===== config.mk =====
export PLATFORM = sky130hd
export DESIGN_NAME = spdc_core
export DESIGN_NICKNAME = d
export VERILOG_FILES = /design/src/rtl/spdc_core.v
export VERILOG_INCLUDE_DIRS = /design/src /design/src/rtl
export SDC_FILE = /design/constraint.sdc
export NUM_CORES = 1
export LEC_CHECK = 0
export ABC_AREA = 1
export BUFFER_PORTS_ARGS = -buffer_cell sky130_fd_sc_hd__buf_2
export CORE_AREA = 8 8 141 143
export CTS_CLUSTER_DIAMETER = 30
export DETAILED_ROUTE_END_ITERATION = 10
export DIE_AREA = 0 0 149 151
export GPL_TIMING_DRIVEN = 1
export PLACE_DENSITY = 0.75
export SLEW_MARGIN = 25
export SYNTH_ARGS = -nofsm -noshare
export SYNTH_HDL_FRONTEND = slang
export SYNTH_SLANG_ARGS = --single-unit

===== constraint.sdc =====
create_clock -name sys_clk -period 1.55 [get_ports sys_clk]
set_clock_uncertainty 0.15 [all_clocks]
set_input_delay 0.155 -clock sys_clk [delete_from_list [all_inputs] [get_ports sys_clk]]
set_output_delay 0.155 -clock sys_clk [all_outputs]
set_load 0.02 [all_outputs]

===== src/rtl/spdc_defs.vh =====
`ifndef SPDC_DEFS_VH
`define SPDC_DEFS_VH

// register offsets
`define SPDC_CTL0_ADDR 4'h0
`define SPDC_CTL1_ADDR 4'h1
`define SPDC_STAT_ADDR 4'h2
`define SPDC_DATA_ADDR 4'h3
`define SPDC_POLY_ADDR 4'h4
`define SPDC_RCRC_ADDR 4'h5
`define SPDC_TCRC_ADDR 4'h6

// first control register fields
`define SPDC_C0_MSTR 2
`define SPDC_C0_EN 6
`define SPDC_C0_SWLVL 8
`define SPDC_C0_SWSEL 9
`define SPDC_C0_RXONLY 10
`define SPDC_C0_F16 11
`define SPDC_C0_CRCNX 12
`define SPDC_C0_CRC_CALC_EN 13
`define SPDC_C0_BIDIR 15
// second control register fields
`define SPDC_C1_RXDMA 0
`define SPDC_C1_TXDMA 1
`define SPDC_C1_SELDRV 2
`define SPDC_C1_HDRMODE 4
`define SPDC_C1_ERROR_IRQ_EN 5
`define SPDC_C1_RXIE 6
`define SPDC_C1_TXIE 7
// status fields
`define SPDC_ST_RXF 0
`define SPDC_ST_TXE 1
`define SPDC_ST_CRC_MISMATCH_FLAG 4
`define SPDC_ST_CFGF 5
`define SPDC_ST_OVR 6
`define SPDC_ST_ACT 7
`define SPDC_ST_FRAME_FORMAT_ERROR_FLAG 8

// reset values
`define SPDC_CTL0_RST 16'h0000
`define SPDC_CTL1_RST 16'h0000
`define SPDC_POLY_RST 16'h0007
`endif


===== src/rtl/spdc_core.v =====
// Added by the designer: the strobed register port and the placing of the registers.
`timescale 1ns/1ps
`include "spdc_defs.vh"
// =====================================================================
// serial port DMA, CRC and status logic
module spdc_core (
   input wire sys_clk,
   input wire rst,
   input wire [3:0] reg_addr,
   input wire [15:0] reg_wdata,
   input wire reg_wr,
   input wire reg_rd,
   output reg [15:0] reg_rdata,
   input wire sck_pin,
   input wire nss_pin,
   input wire miso_pin,
   input wire mosi_pin,
   output reg mosi_out,
   output reg mosi_oe,
   output reg miso_out,
   output reg miso_oe,
   output reg sck_out,
   output reg sck_oe,
   output reg nss_out,
   output reg nss_oe,
   output wire tx_dma_req,
   output wire rx_dma_req,
   output wire irq
);
   // =====================================================================
   // registers
   reg [15:0] ctl0_reg;
   reg [15:0] ctl1_reg;
   reg [15:0] poly_reg;
   reg [15:0] txbuf_reg;
   reg [15:0] rxbuf_reg;
   reg [15:0] tcrc_reg;
   reg [15:0] rcrc_reg;
   reg [15:0] shtx_reg;
   reg [15:0] shrx_reg;
   reg [4:0] bitcnt_reg;
   reg [7:0] div_reg;
   reg tx_buf_empty_flag;
   reg rx_buf_full_flag;
   reg crc_mismatch_flag;
   reg config_fault_flag;
   reg rx_overrun_flag;
   reg frame_format_error_flag;
   reg transfer_active_flag;
   reg stat_seen_reg;
   reg data_rd_seen_reg;
   reg crc_phase_reg;
   reg crc_armed_reg;
   // set from the first sampled bit of a slave frame to its last;
   // outside it a selected slave may still reload its shifter
   reg frame_open_reg;
   reg [2:0] sck_sync_reg;
   reg [2:0] nss_sync_reg;
   reg [1:0] mosi_sync_reg;
   reg [1:0] miso_sync_reg;

   wire port_enable_bit = ctl0_reg[`SPDC_C0_EN];
   wire master_select_bit = ctl0_reg[`SPDC_C0_MSTR];
   wire soft_select_level = ctl0_reg[`SPDC_C0_SWLVL];
   wire soft_select_mode = ctl0_reg[`SPDC_C0_SWSEL];
   wire rx_only = ctl0_reg[`SPDC_C0_RXONLY] | (ctl0_reg[`SPDC_C0_BIDIR] & ~ctl0_reg[14]);
   wire wide_frame = ctl0_reg[`SPDC_C0_F16];
   wire crc_send_next = ctl0_reg[`SPDC_C0_CRCNX];
   wire crc_calc_en = ctl0_reg[`SPDC_C0_CRC_CALC_EN];
   wire rx_dma_req_en = ctl1_reg[`SPDC_C1_RXDMA];
   wire tx_dma_req_en = ctl1_reg[`SPDC_C1_TXDMA];
   wire select_output_drive_en = ctl1_reg[`SPDC_C1_SELDRV];
   wire header_mode = ctl1_reg[`SPDC_C1_HDRMODE];
   wire error_irq_en = ctl1_reg[`SPDC_C1_ERROR_IRQ_EN];
   wire rx_full_irq_en = ctl1_reg[`SPDC_C1_RXIE];
   wire tx_empty_irq_en = ctl1_reg[`SPDC_C1_TXIE];

   // =====================================================================
   // pin synchronisers; first stage read only by the second
   wire sck_s = sck_sync_reg[1];
   wire nss_s = nss_sync_reg[1];
   wire sck_rise_slv = sck_sync_reg[1] & ~sck_sync_reg[2];
   wire sck_fall_slv = ~sck_sync_reg[1] & sck_sync_reg[2];
   wire nss_edge = nss_sync_reg[1] ^ nss_sync_reg[2];
   always @(posedge sys_clk) begin
      if (rst) begin
         sck_sync_reg <= 3'h0;
         nss_sync_reg <= 3'h7;
         mosi_sync_reg <= 2'h0;
         miso_sync_reg <= 2'h0;
      end else begin
         sck_sync_reg <= {sck_sync_reg[1:0], sck_pin};
         nss_sync_reg <= {nss_sync_reg[1:0], nss_pin};
         mosi_sync_reg <= {mosi_sync_reg[0], mosi_pin};
         miso_sync_reg <= {miso_sync_reg[0], miso_pin};
      end
   end

   // =====================================================================
   // bit timing: master makes its clock by a divider, slave follows the pin
   wire [4:0] frame_bits = wide_frame ? 5'h10 : 5'h08;
   wire master_go = master_select_bit & port_enable_bit;
   wire div_tick = (div_reg == 8'h03);
   wire m_sample = master_go & transfer_active_flag & div_tick & ~sck_out;
   wire m_shift = master_go & transfer_active_flag & div_tick & sck_out;
   wire slave_sel = ~master_select_bit & ~nss_s;
   // slave engines run on the pin clock even with the port off
   wire s_sample = slave_sel & sck_rise_slv;
   wire s_shift = slave_sel & sck_fall_slv;
   wire sample = m_sample | s_sample;
   wire shift = m_shift | s_shift;
   wire rx_bit = master_select_bit ? miso_sync_reg[1] : mosi_sync_reg[1];
   wire tx_bit = wide_frame ? shtx_reg[15] : shtx_reg[7];
   wire last_bit = (bitcnt_reg == frame_bits - 5'h01);
   wire frame_done = sample & last_bit;
   wire [15:0] rx_word = wide_frame ? {shrx_reg[14:0], rx_bit} : {8'h00, shrx_reg[6:0], rx_bit};
   wire crc_due = crc_send_next | ((tx_dma_req_en | rx_dma_req_en) & crc_armed_reg);

   // serial CRC step with programmable polynomial
   function [15:0] crc_step;
      input [15:0] crc;
      input b;
      input f16;
      reg fb;
      begin
         fb = (f16 ? crc[15] : crc[7]) ^ b;
         crc_step = {crc[14:0], 1'b0} ^ (fb ? poly_reg : 16'h0000);
         if (!f16) begin
            crc_step[15:8] = 8'h00;
         end
      end
   endfunction

   // =====================================================================
   // register bus decode
   wire wr_ctl0 = reg_wr & (reg_addr == `SPDC_CTL0_ADDR);
   wire wr_ctl1 = reg_wr & (reg_addr == `SPDC_CTL1_ADDR);
   wire wr_stat = reg_wr & (reg_addr == `SPDC_STAT_ADDR);
   wire rd_stat = reg_rd & (reg_addr == `SPDC_STAT_ADDR);
   wire wr_data = reg_wr & (reg_addr == `SPDC_DATA_ADDR);
   wire rd_data = reg_rd & (reg_addr == `SPDC_DATA_ADDR);
   wire wr_poly = reg_wr & (reg_addr == `SPDC_POLY_ADDR);
   // master fault sources
   wire fault_hw = ~soft_select_mode & ~select_output_drive_en & ~nss_s;
   wire fault_sw = soft_select_mode & ~soft_select_level;
   wire fault_set = master_select_bit & (fault_hw | fault_sw);

   wire [15:0] status_word = {7'h00, frame_format_error_flag, transfer_active_flag, rx_overrun_flag,
      config_fault_flag, crc_mismatch_flag, 2'h0, tx_buf_empty_flag, rx_buf_full_flag};

   always @(posedge sys_clk) begin
      if (rst) begin
         reg_rdata <= 16'h0000;
      end else if (reg_rd) begin
         case (reg_addr)
            `SPDC_CTL0_ADDR: reg_rdata <= ctl0_reg;
            `SPDC_CTL1_ADDR: reg_rdata <= ctl1_reg;
            `SPDC_STAT_ADDR: reg_rdata <= status_word;
            `SPDC_DATA_ADDR: reg_rdata <= rxbuf_reg;
            `SPDC_POLY_ADDR: reg_rdata <= poly_reg;
            `SPDC_RCRC_ADDR: reg_rdata <= rcrc_reg;
            `SPDC_TCRC_ADDR: reg_rdata <= tcrc_reg;
            default: reg_rdata <= 16'h0000;
         endcase
      end else begin
         reg_rdata <= 16'h0000;
      end
   end

   // =====================================================================
   // control registers
   always @(posedge sys_clk) begin
      if (rst) begin
         ctl0_reg <= `SPDC_CTL0_RST;
         ctl1_reg <= `SPDC_CTL1_RST;
         poly_reg <= `SPDC_POLY_RST;
      end else begin
         if (wr_ctl0) begin
            ctl0_reg <= reg_wdata;
            if (config_fault_flag && !(stat_seen_reg)) begin
               // protected bits keep their value during the fault until the status register has been accessed
               ctl0_reg[`SPDC_C0_EN] <= ctl0_reg[`SPDC_C0_EN];
               ctl0_reg[`SPDC_C0_MSTR] <= ctl0_reg[`SPDC_C0_MSTR];
            end
         end else if (crc_phase_reg && frame_done) begin
            ctl0_reg[`SPDC_C0_CRCNX] <= 1'b0;
         end
         if (fault_set) begin
            ctl0_reg[`SPDC_C0_EN] <= 1'b0;
            ctl0_reg[`SPDC_C0_MSTR] <= 1'b0;
         end
         if (wr_ctl1) begin
            ctl1_reg <= reg_wdata;
         end
         if (wr_poly) begin
            poly_reg <= reg_wdata;
         end
      end
   end

   // =====================================================================
   // shifting, buffers and CRC
   always @(posedge sys_clk) begin
      if (rst) begin
         txbuf_reg <= 16'h0000;
         rxbuf_reg <= 16'h0000;
         shtx_reg <= 16'h0000;
         shrx_reg <= 16'h0000;
         tcrc_reg <= 16'h0000;
         rcrc_reg <= 16'h0000;
         bitcnt_reg <= 5'h00;
         div_reg <= 8'h00;
         sck_out <= 1'b0;
         tx_buf_empty_flag <= 1'b1;
         rx_buf_full_flag <= 1'b0;
         transfer_active_flag <= 1'b0;
         crc_phase_reg <= 1'b0;
         crc_armed_reg <= 1'b0;
         frame_open_reg <= 1'b0;
         rx_overrun_flag <= 1'b0;
         crc_mismatch_flag <= 1'b0;
      end else begin
         div_reg <= (master_go && transfer_active_flag && !div_tick) ? div_reg + 8'h01 : 8'h00;
         if (div_tick && master_go && transfer_active_flag) begin
            sck_out <= ~sck_out;
         end
         if (wr_data) begin
            txbuf_reg <= reg_wdata;
            tx_buf_empty_flag <= 1'b0;
         end
         // start a frame: master when data waits, a crc is due or receive-only, slave when selected
         // a slave held selected between frames restarts at once, so the
         // shifter may be loaded again until the next frame's first bit;
         // this lets a late send-crc-next still put the crc on the line
         if (port_enable_bit &&
               ((!transfer_active_flag && ((master_go && (!tx_buf_empty_flag || rx_only || crc_due)) || slave_sel)) ||
               (transfer_active_flag && slave_sel && !frame_open_reg))) begin
            transfer_active_flag <= 1'b1;
            bitcnt_reg <= 5'h00;
            if (crc_due && !crc_phase_reg) begin
               shtx_reg <= tcrc_reg;
               crc_phase_reg <= 1'b1;
            end else if (!tx_buf_empty_flag) begin
               shtx_reg <= txbuf_reg;
               tx_buf_empty_flag <= ~wr_data;
            end
         end
         if (shift) begin
            shtx_reg <= {shtx_reg[14:0], 1'b0};
         end
         if (crc_calc_en) begin
            // the received crc frame is held out of the engine so that
            // its last value is the one to compare against
            if (sample && !crc_phase_reg) begin
               rcrc_reg <= crc_step(rcrc_reg, rx_bit, wide_frame);
            end
            // the shift edge still sees the bit just sent, so each bit
            // enters the engine exactly once
            if (shift) begin
               tcrc_reg <= crc_step(tcrc_reg, tx_bit, wide_frame);
            end
         end else begin
            tcrc_reg <= 16'h0000;
            rcrc_reg <= 16'h0000;
         end
         if (sample) begin
            frame_open_reg <= ~last_bit;
            shrx_reg <= {shrx_reg[14:0], rx_bit};
            bitcnt_reg <= last_bit ? 5'h00 : bitcnt_reg + 5'h01;
         end
         if (frame_done) begin
            transfer_active_flag <= slave_sel & ~port_enable_bit;
            if (crc_phase_reg) begin
               // frame alongside our own CRC is the received CRC
               crc_phase_reg <= 1'b0;
               crc_armed_reg <= 1'b0;
               if (rcrc_reg != rx_word) begin
                  crc_mismatch_flag <= 1'b1;
               end
            end else if (rx_buf_full_flag && !rd_data) begin
               rx_overrun_flag <= 1'b1;
            end else if (port_enable_bit) begin
               rxbuf_reg <= rx_word;
               rx_buf_full_flag <= 1'b1;
               crc_armed_reg <= tx_buf_empty_flag & crc_calc_en;
            end
         end else if (rd_data) begin
            rx_buf_full_flag <= 1'b0;
         end
         // =====================================================================
         // slave deselect ends any transfer and realigns the bit count;
         // without it a cut frame would leave the next one misaligned
         if (!master_select_bit && nss_s) begin
            transfer_active_flag <= 1'b0;
            bitcnt_reg <= 5'h00;
            frame_open_reg <= 1'b0;
         end
         if (rd_stat && data_rd_seen_reg && !(frame_done && rx_buf_full_flag)) begin
            rx_overrun_flag <= 1'b0;
         end
         if (wr_stat && !reg_wdata[`SPDC_ST_CRC_MISMATCH_FLAG] && !(frame_done && crc_phase_reg)) begin
            crc_mismatch_flag <= 1'b0;
         end
      end
   end

   // =====================================================================
   // fault, format error and clear sequences
   always @(posedge sys_clk) begin
      if (rst) begin
         config_fault_flag <= 1'b0;
         frame_format_error_flag <= 1'b0;
         stat_seen_reg <= 1'b0;
         data_rd_seen_reg <= 1'b0;
      end else begin
         if (rd_stat || wr_stat) begin
            stat_seen_reg <= config_fault_flag;
         end else if (wr_ctl0) begin
            stat_seen_reg <= 1'b0;
         end
         if (rd_data) begin
            data_rd_seen_reg <= 1'b1;
         end else if (rd_stat) begin
            data_rd_seen_reg <= 1'b0;
         end
         if (fault_set) begin
            config_fault_flag <= 1'b1;
         end else if (wr_ctl0 && stat_seen_reg) begin
            config_fault_flag <= 1'b0;
         end
         // select moving while bits of a byte are still due
         if (header_mode && !master_select_bit && nss_edge && bitcnt_reg != 5'h00) begin
            frame_format_error_flag <= 1'b1;
         end else if (wr_stat && !reg_wdata[`SPDC_ST_FRAME_FORMAT_ERROR_FLAG]) begin
            frame_format_error_flag <= 1'b0;
         end
      end
   end

   // =====================================================================
   // pin drive
   always @(posedge sys_clk) begin
      if (rst) begin
         mosi_out <= 1'b0;
         mosi_oe <= 1'b0;
         miso_out <= 1'b0;
         miso_oe <= 1'b0;
         sck_oe <= 1'b0;
         nss_out <= 1'b1;
         nss_oe <= 1'b0;
      end else begin
         mosi_out <= tx_bit;
         mosi_oe <= master_go & ~rx_only;
         miso_out <= tx_bit;
         miso_oe <= slave_sel & port_enable_bit & ~rx_only;
         sck_oe <= master_go;
         nss_out <= ~transfer_active_flag;
         nss_oe <= master_go & select_output_drive_en;
      end
   end

   assign tx_dma_req = tx_dma_req_en & port_enable_bit & tx_buf_empty_flag;
   assign rx_dma_req = rx_dma_req_en & port_enable_bit & rx_buf_full_flag;
   // active-state flag deliberately left out of the request
   assign irq = (tx_empty_irq_en & tx_buf_empty_flag) | (rx_full_irq_en & rx_buf_full_flag) |
      (error_irq_en & (config_fault_flag | rx_overrun_flag | crc_mismatch_flag |
      frame_format_error_flag));
   wire unused_ok = sck_s;
endmodule // spdc_core


==> impl_results.md <==
- Drt total wl: 41.16 mm
- Hold Path Cell Cnt: 4
- # fillers: 899
- Post-DP HPWL: 20.73 mm
- Share of cells above drive strength 1: 0.3699
- Worst VDD drop: 0.001262 V
- Number of nets with antenna violations after routing: 0
- Crit path cell chain: nor2_1 > nand2_1 > nor2_4 > buf_6 > nand3_4 > nand2_8 > buf_12 > nand2_8 > clkinv_8 > buf_12 > nor2_4 > nor2_2 > nor2_1
- Total Power: 15630 uW
- Via/cell ratio: 6.148
- Clk slew on worst S/H paths: 0.05 ns
- Ports: 55
- Routed WL per cell: 22.11 um
- Max clock buf depth: 3
- CP Capture Type: flip-flop
- Most frequent cell after synthesis: nand2_1
- Synthesized cell area: 9453 um^2
- Synth top area share: 0.4257
- TritonCTS clock tree: done
- WS Path Type: reg -> reg
- Core region area: 17660 um^2
- First-pass GRT wire length: 57.26 mm
- Fin Setup TNS: -37.65 ns
- Outcome: finished, violations left
- Final worst setup slack: -0.5075 ns
- Slew @ Worst Pin: 0.4006 ns
- Syn Nets: 1384
- Register share of total power: 0.338
- Top fanout value on the critical path: 7
- Flops & latches, synth: 201
- Top cells by count, synth: nand2_1, dfxtp_1, nor2_1
- Overall Global Routing Usage: 0.3195
- Clock Root Buffer: clkbuf_16
- Synth Warn #: 0
- H-tree levels: 2
- Endpoint, Worst Hold: stat_seen_reg
- Mean post-synth cell area: 6.987 um^2
- Final GP Congestion: 0.9885
- Initial Utilization: 0.5354
- CTS Buf Count: 42
- P_sw: 3582 uW
- Area leader, netlist: dfxtp_1
- Critical hold path startpoint: reg_rd
- Clk pwr share: 0.613
- CP bufs+invs: 4
- Drt drc: 0
- Die width: 149 um
- Worst hold slack: -0.004915 ns
- Vias: 11448
- Worst Reg-to-Reg Cells: 13
- Post-Syn Instances: 1353
- Vias in the first global route: 10913
- Most used DFF post-synth: dfxtp_1
- EDFF count, synth: 0
- Worst reg2reg setup slack: -0.51 ns
- Fin. Hold Viols: 1
- Post-layout nets: 1630
- Failing checks: negative hold slack, negative setup slack
- Area of the multi-input gates: 5761 um^2
- Critical path's largest stage delay: 0.31 ns
- # rows: 49
- Area added between synthesis and finish: 56.10%
- Final Cycle Share: 1.327
- Logic gate share of total power: 0.050
- Minimum clock period: 2.058 ns
- Fmax: 0.4860 GHz
- CP top delay family: simple AND/OR/NAND/NOR gates
- Slew headroom: 0.7312
- Asr flop ratio synth: 0
- Grt total ovfl: 0
- WP data arrival: 2.30 ns
- RSZ-0062 raised after global routing: true
- Largest net degree at the start of global routing: 45
- Worst reg2reg endpoint: rcrc_reg[11]
- Post-synthesis sequential area ratio: 0.4257
- Synth area leaders: dfxtp_1, nand2_1, a21oi_1
- Die H: 151 um
- Master of the slowest instance on the critical path: dfxtp_1
- P per Cell Area: 1059 nW/um^2
- Reg area: 4051 um^2
- Pins Over Slew Limit: 0
- Yosys cell types: 45
- Setup Viol. Count Final: 107
- Antenna cells: 0
- Leakage: 0.006081 uW
- Clk_lat worst skew: 0.53 ns
- Starting DRT DRC Count: 1609
- Worst Setup Start Kind: flip-flop
- 1st-pass router iterations: 6
- Sw frac: 0.2292
- Worst hold path class: in -> reg
- Crit path required time: 1.79 ns
- Die area: 22500 um^2
- Max Cap Viol: 0
- Clk sinks: 201
- PortBufs: 54
- P_int: 12050 uW
- Launching point of the worst reg2reg path: div_reg[4]
- Initial antenna violation count: 0
worst register-to-register path: cells and delay by family (launching register included):
family,cells,cell delay [ns]
and+or+nand+nor,9,0.97
DFF,1,0.31
buffers and inverters,4,0.50
cells in the final DEF (no fill, tap or decap), drive strengths merged:
cell / netlist / final
nand3: 98 / 100
o211ai: 3 / 3
o221ai: 4 / 4
clkbuf: 32 / 56
o21a: 2 / 2
or2: 3 / 3
ha: 3 / 3
buf: 34 / 236
inv: 161 / 161
clkinv: 2 / 13
o22ai: 35 / 35
nand4: 3 / 3
a211oi: 5 / 5
o2111a: 1 / 1
bufinv: 0 / 6
clkinvlp: 0 / 6
dlygate4sd3: 0 / 26
nor2: 178 / 178
nor3b: 2 / 2
a21oi: 131 / 131
bufbuf: 0 / 1
xnor2: 7 / 7
nand2: 271 / 273
and2: 1 / 1
dfxtp: 201 / 201
xor2: 20 / 20
o2111ai: 1 / 1
o41ai: 1 / 1
o21ai: 113 / 113
nor4: 2 / 2
nor3: 24 / 24
nand3b: 15 / 15
power groups by stage:
stage	Clock, uW	Sequential, uW	Combinational, uW
CTS	9480	5270	692
finish	9580	5280	781
global placement	0	5370	559
floorplan	0	5360	284
detailed placement	0	5370	565
global route	9820	5270	813
layer usage:
metal,vias to the layer above,track usage,share of wire,wire length [um]
met4,0,0.2085,0.088,3622
met1,5236,0.3630,0.33,13710
met3,350,0.06334,0.11,4537
li1,4924,-,-,-
met2,938,0.5412,0.47,19290
met5,-,0,0,0
through the flow:
| stage | instances | instance area [um^2] | hold WS, ns | util | setup WS (ns) |
|---|---|---|---|---|---|
| finish | 1862 | 14760 | -0.004915 | 0.8357 | -0.5075 |
| global route | 1862 | 14760 | 0.06391 | 0.8357 | -0.6234 |
| CTS | 1852 | 14030 | 0.01891 | 0.7945 | -0.3245 |
| detailed placement | 1709 | 11060 | 0.2020 | 0.6263 | -0.2987 |
| global placement | 1709 | 11060 | 0.1917 | 0.6263 | -0.3195 |
| floorplan | 1353 | 9605 | 0.1088 | - | -0.05098 |
worst max-delay path by stage:
stage | slack (ns) | from | cells past startpoint | end
final | -0.51 | div_reg[4] | 13 | rcrc_reg[11]
after CTS | -0.32 | crc_mismatch_flag | 3 | irq
after global routing | -0.62 | div_reg[7] | 12 | crc_armed_reg
after detailed placement | -0.30 | ctl0_reg[11] | 9 | crc_mismatch_flag
after floorplan | -0.05 | div_reg[1] | 11 | shtx_reg[5]
after global placement | -0.32 | ctl0_reg[11] | 10 | crc_mismatch_flag
area by class of cell:
cell class | count | area share
sequential | 201 | 0.2746
inverter | 163 | 0.04486
timing repair inverter | 1 | 0.0007632
tap | 229 | 0.01942
timing repair buffer | 263 | 0.1677
clock buffer | 56 | 0.08251
multi-input combinational | 927 | 0.3904
clock inverter | 22 | 0.01976
repair_timing:
action,in CTS,in global routing
endpoints found under the hold margin,86,0
buffers inserted,29,23
gates resized for setup,225,195
pin swaps,64,87
endpoints found under the setup margin,100,110
gates cloned,11,1
hold buffers,27,0
cells by family (layout without fill, tap and decap cells):
logic type	count (synthesis)	in the layout	synth area share
compound gates	296	296	0.1696
xor+xnor	27	27	0.02502
fa+ha+maj	3	3	0.003971
buf+inv	229	505	0.09914
flops	201	201	0.4257
simple gates	597	601	0.2766
Power figures use the tool's default switching activity.
